<file path="src/hbds_pkg.sv">
// hbds_pkg: constants and types shared by the host bus decode and strap block
// assumes a single 125 MHz clock domain and synchronous active-high reset
package hbds_pkg;
  localparam int HBDS_ADDR_W = 16;
  localparam int HBDS_DEC_HI = 15; // decoded address bits 15..4
  localparam int HBDS_DEC_LO = 4;
  localparam int HBDS_BASE_BYTE_LO = 8; // upper byte of base address register
  localparam logic [15:0] HBDS_BASE_RST = 16'h0300;
  localparam int HBDS_CLK_MHZ = 125;
  localparam int HBDS_ACC_NS = 40; // internal access service time
  localparam int HBDS_ACC_CYC = (HBDS_ACC_NS * HBDS_CLK_MHZ + 999) / 1000;
  localparam logic [3:0] HBDS_ACC_CYC_W = 4'(HBDS_ACC_CYC);
  typedef enum logic {HBDS_MODE_SYNC, HBDS_MODE_ASYNC} hbds_mode_t;
  typedef enum logic [1:0] {HBDS_IDLE, HBDS_WAIT, HBDS_DONE} hbds_state_t;
endpackage

</file>
<file path="src/hbds_strap.sv">
// hbds_strap: captures the mode and eeprom straps once after reset release
// assumes strap pins are stable and synchronous to clk
`timescale 1ns/1ps
module hbds_strap
  import hbds_pkg::*;
(
  input wire logic clk,
  input wire logic srst,
  input wire logic ce,
  input wire logic bus_mode_strap,
  input wire logic eeprom_enable_strap,
  output hbds_mode_t mode,
  output logic eeprom_en
);
  logic taken_r;
  // first enabled cycle after reset latches the straps and locks them
  always_ff @(posedge clk) begin
    if (srst) begin
      taken_r <= 1'b0;
      mode <= HBDS_MODE_SYNC;
      eeprom_en <= 1'b0;
    end else if (ce && !taken_r) begin
      taken_r <= 1'b1;
      mode <= bus_mode_strap ? HBDS_MODE_ASYNC : HBDS_MODE_SYNC;
      eeprom_en <= eeprom_enable_strap;
    end
  end
endmodule // hbds_strap

</file>
<file path="src/hbds_top.sv">
// hbds_top: local device decode, ready generation and strap configuration
// assumes host pins are synchronous to clk; the host keeps its own bus rules
`timescale 1ns/1ps
module hbds_top
  import hbds_pkg::*;
(
  input wire logic clk,
  input wire logic srst,
  input wire logic ce,
  input wire logic [15:0] address,
  input wire logic [15:0] base_address,
  input wire logic address_qualifier_n,
  input wire logic read_strobe_n,
  input wire logic write_strobe_n,
  input wire logic cycle_qualifier_n,
  input wire logic sync_write_read_select,
  input wire logic ready_return_n,
  input wire logic bus_mode_strap,
  input wire logic eeprom_enable_strap,
  output logic local_device_select_n,
  output logic async_access_ready,
  output logic sync_ready_n,
  output logic eeprom_chip_select_en,
  output logic sync_mode,
  output logic burst_read,
  output logic access_write
);
  // strap view handed up from the capture module
  hbds_mode_t mode;
  logic eeprom_en;
  logic async_mode;

  // access service state and its next values
  hbds_state_t state_r;
  hbds_state_t state_nxt;
  logic [3:0] cnt_r;
  logic [3:0] cnt_nxt;

  // decode and access qualifiers
  logic [HBDS_DEC_HI-HBDS_DEC_LO:0] bit_match;
  logic addr_match;
  logic hit;
  logic strobe_low;
  logic start;
  logic take;
  logic last_wait;
  logic host_done;

  // next values of the registered outputs
  logic async_ready_nxt;
  logic sync_ready_nxt;
  logic burst_read_nxt;
  logic access_write_nxt;

  hbds_strap u_strap (
    .clk(clk),
    .srst(srst),
    .ce(ce),
    .bus_mode_strap(bus_mode_strap),
    .eeprom_enable_strap(eeprom_enable_strap),
    .mode(mode),
    .eeprom_en(eeprom_en)
  );

  // one compare per decoded address bit against the base register
  for (genvar b = 0; b <= HBDS_DEC_HI - HBDS_DEC_LO; b++) begin : g_match
    assign bit_match[b] = (address[HBDS_DEC_LO + b] == base_address[HBDS_DEC_LO + b]);
  end

  // no flop in the select path, so it follows the pins at once;
  // the price is that glitches on the address lines reach the select pin
  assign addr_match = &bit_match;
  assign hit = !address_qualifier_n && addr_match;
  assign local_device_select_n = !hit;

  // mode view used by every decision below
  assign async_mode = (mode == HBDS_MODE_ASYNC);

  // access start: strobes in async mode, cycle qualifier in sync mode
  assign strobe_low = !read_strobe_n || !write_strobe_n;
  assign start = hit && (async_mode ? strobe_low : !cycle_qualifier_n);

  // only an idle machine takes a request; starts while busy are ignored
  assign take = (state_r == HBDS_IDLE) && start;

  // the wait count has reached its end in this cycle
  assign last_wait = (state_r == HBDS_WAIT) && (cnt_r <= 4'h1);

  // async ends when both strobes are back high; sync writes end at once,
  // sync reads stay until the host returns ready
  assign host_done = async_mode ? !strobe_low : (sync_write_read_select || !ready_return_n);

  // next state of the access service machine
  always_comb begin
    state_nxt = state_r;
    cnt_nxt = cnt_r;
    case (state_r)
      HBDS_IDLE: begin
        if (start) begin
          state_nxt = HBDS_WAIT;
          cnt_nxt = HBDS_ACC_CYC_W;
        end
      end
      HBDS_WAIT: begin
        if (cnt_r <= 4'h1) begin
          state_nxt = HBDS_DONE;
        end else begin
          cnt_nxt = cnt_r - 4'h1;
        end
      end
      HBDS_DONE: begin
        // holding here keeps a long strobe from starting a second access
        if (host_done) begin
          state_nxt = HBDS_IDLE;
        end
      end
      default: begin
        state_nxt = HBDS_IDLE;
      end
    endcase
  end

  // state register; ce low freezes the machine where it stands
  always_ff @(posedge clk) begin
    if (srst) begin
      state_r <= HBDS_IDLE;
    end else if (ce) begin
      state_r <= state_nxt;
    end
  end

  // wait counter, loaded on take and counted down while waiting
  always_ff @(posedge clk) begin
    if (srst) begin
      cnt_r <= 4'h0;
    end else if (ce) begin
      cnt_r <= cnt_nxt;
    end
  end

  // async ready drops with the taken strobe and rises on the last wait cycle,
  // so the host sees exactly the service time as stretch
  assign async_ready_nxt = !(async_mode && (take || ((state_r == HBDS_WAIT) && !last_wait)));

  // sync ready is a single low cycle at the end of the wait
  assign sync_ready_nxt = !(!async_mode && last_wait);

  // async ready register, high out of reset so the bus is never held
  always_ff @(posedge clk) begin
    if (srst) begin
      async_access_ready <= 1'b1;
    end else if (ce) begin
      async_access_ready <= async_ready_nxt;
    end
  end

  // sync ready register, idle high
  always_ff @(posedge clk) begin
    if (srst) begin
      sync_ready_n <= 1'b1;
    end else if (ce) begin
      sync_ready_n <= sync_ready_nxt;
    end
  end

  // burst qualifier level at access start marks a read burst when high
  assign burst_read_nxt = take ? cycle_qualifier_n : burst_read;

  // write flag: select pin in sync mode, write strobe in async mode
  assign access_write_nxt = take ? (async_mode ? !write_strobe_n : sync_write_read_select) : access_write;

  // burst direction register
  always_ff @(posedge clk) begin
    if (srst) begin
      burst_read <= 1'b0;
    end else if (ce) begin
      burst_read <= burst_read_nxt;
    end
  end

  // write direction register
  always_ff @(posedge clk) begin
    if (srst) begin
      access_write <= 1'b0;
    end else if (ce) begin
      access_write <= access_write_nxt;
    end
  end

  // strap views; both are fixed between resets by the capture module
  assign sync_mode = !async_mode;
  assign eeprom_chip_select_en = eeprom_en;
endmodule // hbds_top

</file>
<file path="config.mk">
export PLATFORM = sky130hd
export DESIGN_NAME = hbds_top
export DESIGN_NICKNAME = d
export VERILOG_FILES = /design/src/hbds_pkg.sv /design/src/hbds_strap.sv /design/src/hbds_top.sv
export SDC_FILE = /design/constraint.sdc
export NUM_CORES = 1
export LEC_CHECK = 0
export ABC_CLOCK_PERIOD_IN_PS = 2110
export BUFFER_PORTS_ARGS = -buffer_cell sky130_fd_sc_hd__buf_2
export CORE_UTILIZATION = 40
export DETAILED_ROUTE_END_ITERATION = 8
export PLACE_DENSITY = 0.75
export SKIP_LAST_GASP = 1
export SLEW_MARGIN = 30
export SYNTH_ARGS = -nofsm -noshare
export SYNTH_HDL_FRONTEND = slang
export SYNTH_SLANG_ARGS = --single-unit
export TNS_END_PERCENT = 100
</file>
<file path="constraint.sdc">
create_clock -name clk -period 2.11 [get_ports clk]
set_input_delay 0.211 -clock clk [delete_from_list [all_inputs] [get_ports clk]]
set_output_delay 0.211 -clock clk [all_outputs]
set_load 0.01 [all_outputs]
</file>
**Word level (Yosys, flattened, before mapping)**

Cells that the tools add are included.

- Multiply operators: 0
- Add/sub/neg operators: 1
- Shift operators: 0
- Reduce and logical (&&, ||, !) cells: 29
- Muxes and demuxes: 11
- Equality and inequality tests: 18
- $lt $le $gt $ge: 1
- Bitwise logic cells: 0
- Divide/modulo/power cells: 0

Operators with widths:

| operator | count |
|---|---|
| 1-bit == test | 12 |
| 1-bit logical NOT | 12 |
| 12-bit AND reduction | 1 |
| 1-bit logical AND | 8 |
| 4-bit two-way mux | 2 |
| 4-bit one-hot mux with 2 select lines | 1 |
| 4-bit AND reduction | 2 |
| 2-bit two-way mux | 3 |
| 2-bit != test (second input constant) | 3 |
| 2-bit one-hot mux with 3 select lines | 1 |
| 4-bit by 1-bit <= comparator with 1-bit output (second input constant) | 1 |
| 1-bit two-way mux | 4 |
| 4-bit by 1-bit subtractor with 4-bit output (second input constant) | 1 |
| 1-bit logical OR | 3 |
| 2-bit by 1-bit == test with 1-bit output (second input constant) | 1 |
| 2-bit == test (second input constant) | 1 |
| 2-bit logical NOT | 1 |
| 2-bit by 1-bit != test with 1-bit output (second input constant) | 1 |
| 2-bit AND reduction | 1 |
| 2-bit nonzero test | 1 |

- ROM bits: 0
- Register bits: 13
- Output and inout bits: 7
- Word-level logic and storage cells: 69
- Bits of input ports: 43
- Memories: 0
- Latch bits: 0
- Memory bits (writable): 0

**Logic depth before layout (Yosys ltp)**

- Depth in word-level cells: 8
- Gate-level depth with buffers: 7

**Cells and area by module**

From an unflattened synthesis, not the netlist that was laid out.

- Cell total of the unflattened synthesis: 96
- Area, all modules: 804.5 um2

Modules (own cells, without submodules):

| module | area each (um2) | times used | cells an instance | seq. area each (um2) |
|---|---|---|---|---|
| hbds_top | 678.2 | 1 | 84 | 200.2 |
| hbds_strap | 126.4 | 1 | 12 | 60.1 |

**Worst setup path before layout**

OpenSTA, ideal clock, no wires.

- Kind: register to register
- From: register cnt_r[0]
- To: register sync_ready_n
- Buffers on the path: 0
- Cell stages (with the launch flop): 8
- Arrival: 1417 ps
- Path slack: 569 ps
- Data required time: 1987 ps
- Cell sequence: dfxtp_1 inv_1 ha_1 nor2_1 or3_1 nor2_1 a31oi_1 or2_2

- Word-level cells in the longest chain between the ends: 4

RTL lines:

| element | RTL line | text |
|---|---|---|
| from (decl) | hbds_top.sv:36 | `logic [3:0] cnt_r;` |
| from (signal assigned) | hbds_top.sv:137 | `cnt_r <= cnt_nxt;` |
| 4-bit by 1-bit <= comparator with 1-bit output | hbds_top.sv:87 | `assign last_wait = (state_r == HBDS_WAIT) && (cnt_r <= 4'h1);` |
| 1-bit logical AND | hbds_top.sv:87 |  |
| 1-bit logical AND | hbds_top.sv:146 | `assign sync_ready_nxt = !(!async_mode && last_wait);` |
| 1-bit logical NOT | hbds_top.sv:146 |  |
| to (signal assigned) | hbds_top.sv:162 | `sync_ready_n <= sync_ready_nxt;` |
| to (decl) | hbds_top.sv:22 | `output logic sync_ready_n,` |

No other way between the ends.
A chain may end at the register's enable or synchronous reset.

**Worst setup path after layout**

- From: register cnt_r[1]
- To: register sync_ready_n

Same word-level chain as after synthesis.

==> impl_metrics.toml <==
[outcome]
status = "complete, no violations"

[placement]
post-place-ws_ps = 437
io_buffers = 41
dp_cells = 163
globalplace.congestion = 0.878
hpwl_mm = 1.51

[global_routing]
antenna_found_initial = 0
gr-total-overflow = 0
grt_max_degree = 12
grt_pass1_wl_mm = 2.83
gr-usage-all-layers = 0.175
grt_pass1_vias = 744

[critical_path]
cp_max_fo = 3
cp.required_ps = 2270
r2r_slack_ps = 420
cp_top_family = "simple AND/OR/NAND/NOR gates"
path_depth = 7
cpMaxStageDelayCell = "or3_1"
start_kind = "register"
slowest_delay_ps = 360
worstSetupEndpointType = "register"
path_buf_inv = 1
path_class = "register to register"
cpMostUsedCell = "nor2_1"
r2r_start = "cnt_r[1]"
reg2regPathDepth = 7
crit_path_start = "cnt_r[1]"
crit_chain = "inv_1, ha_1, nor2_1, or3_1, nor2_1, a31oi_1, or2_2"
worstSetupEndpoint = "sync_ready_n"
cp.arrival_ps = 1850
worst_r2r_endpoint = "sync_ready_n"

[pwr]
totalPowerFinal_uw = 486
power_density_nw_per_um2 = 456
cellLeakagePower_nw = 0.476
ir_drop_mv = 0.284

[clocking]
clockBufferDepth = 2
clock-sinks = 13
hold_buffers = 0
post_cts_buffers = 0
cts-root-buf = "clkbuf_4"
clk_pin_slew_worst_paths_ps = 80
cts_resized = 0
clkLatencyLatePin_ps = 270
numCtsBuffers = 3
cts_tree = "built"
htree_levels = 1

[sta]
relSlewSlack = 0.686
drv_slew = 0
fin_crit_ps = 1690
finalWorstSetupSlack_ps = 422
min_period_over_period = 0.800
fin_worst_skew_ps = 1.18
rsz0062_at_grt = "false"
fin_setup_tns_ps = 0
tightest_slew_ps = 468
hold_viol = 0
setup_viol_count_final = 0
fmax_ghz = 0.593

[layout]
multi_input_area_um2 = 513
seq_area_um2 = 260
diodes = 0
fin_util = 0.548
final_cell_mix = "41 x buf_2, 14 x nor2_1, 13 x dfxtp_1"
instances_no_fill = 167
nFillCells = 210
syn_to_final_growth_pct = 29.1
nets = 186
layout_commonest_cell = "buf_2"
drive_gt1_frac = 0.371

[synthesis]
synthFlopType = "dfxtp_1"
synthXorXnorAreaFrac = 0.127
synth_edf_count = 0
synthSimpleGateAreaFrac = 0.235
syn_avg_cell_area_um2 = 8.41
synth_fp_nets = 143
synthAdderAreaFrac = 0.0303
netlist_instances = 98
syn_area_um2 = 825
netlist.area_leader.share = 0.316
synth_async_sr_flop_share = 0
yosysTopAreaCell = "dfxtp_1"
synthDistinctLibCells = 37
synth_top_family_by_area = "simple AND/OR/NAND/NOR gates"
ys_seq_area_frac = 0.316
synth_compound_area_frac = 0.193
synth_seq_cells = 13
synth_area_leaders = "dfxtp_1 32%, xor2_1 13%, nor2_1 6.4%, mux2i_1 3.6%, a31oi_1 3.0%"
synthMuxAreaShare = 0.0364
yosysWarnings = 0

[detailed_routing]
drt_iter0_markers = 13
viasPerCell = 5.15
wl_mm = 1.82
wl_per_cell_um = 10.9
ant_nets = 0
drtPass1Iterations = 5
vias = 860
drc_errors = 0

[die]
num_rows = 16
fp.dieW_um = 47.4
fp.dieH_um = 47.4
initial_utilization = 0.425
coreArea_um2 = 1940
ios = 50
die_area_um2 = 2250

[hold_path]
worstHoldPathType = "input port to register"

[flow_run]
cap_violations = 0
[state kept, by name, indices dropped and copies added (netlist names)]
signal and cells:
burst_read 1, cnt_r 4, sync_ready_n 1, u_strap.eeprom_en 1
u_strap.mode 1, access_write 1, state_r 2, async_access_ready 1
u_strap.taken_r 1
[cell families (layout without fill, tap and decap cells)]
group / after synthesis / count (layout)
AND/OR/NAND/NOR: 36 / 36
AO/OA/AOI/OAI: 22 / 22
flip-flops: 13 / 13
XOR/XNOR: 12 / 12
buffers and inverters: 10 / 52
multiplexers: 3 / 3
adder cells (fa/ha/maj): 2 / 2
[through the flow]
stage	hold WS, ps	cell area, um^2
global placement	446	1040
CTS	172	1060
global route	206	1060
detailed placement	450	1040
finish	179	1060
floorplan	331	825
[power breakdown]
| group | leakage [nW] | internal [mW] | switching [mW] |
|---|---|---|---|
| combinational | 0.356 | 0.0444 | 0.0411 |
| sequential | 0.105 | 0.249 | 0.00234 |
| clock | 0.0150 | 0.0731 | 0.0762 |
| total | 0.476 | 0.366 | 0.120 |
[worst register-to-register path, delay by kind of cell, from the launching register on]
kind,cells,cell delay [ps]
AOI/OAI and AO/OA,1,90
adders and majority gates,1,200
buffers and inverters,1,100
DFF,1,320
and+or+nand+nor,4,870
[worst min path at each step]
stage                         from                  to  slack [ps]  cells after the start
floorplan                     srst  async_access_ready         330                      2
global placement    bus_mode_strap        u_strap.mode         450                      3
detailed placement  bus_mode_strap        u_strap.mode         450                      3
CTS                 bus_mode_strap        u_strap.mode         170                      3
global route        bus_mode_strap        u_strap.mode         210                      3
finish              bus_mode_strap        u_strap.mode         180                      3
[synth_stat cells, drive strengths merged (2+ instances only)]
cell    number
nor2        14
dfxtp       13
xor2        12
inv          7
nor4         5
a21oi        4
a31oi        4
nand2        4
nor3         4
mux2i        3
o21ai        3
clkbuf       2
ha           2
nor2b        2
o221a        2
[cell type report]
type	instances	share of cell area
multi-input combinational	75	0.482
sequential	13	0.244
timing repair buffer	41	0.193
tap	27	0.0317
clock buffer	4	0.0247
inverter	7	0.0247
[layer usage]
layer / up-vias / global-route usage / part of all wire
li1: 431 / - / -
met1: 381 / 0.210 / 0.42
met2: 46 / 0.329 / 0.51
met3: 2 / 0.0231 / 0.058
met4: 0 / 0.0343 / 0.0071
met5: - / 0 / 0
(Power assumes the default switching activity.)
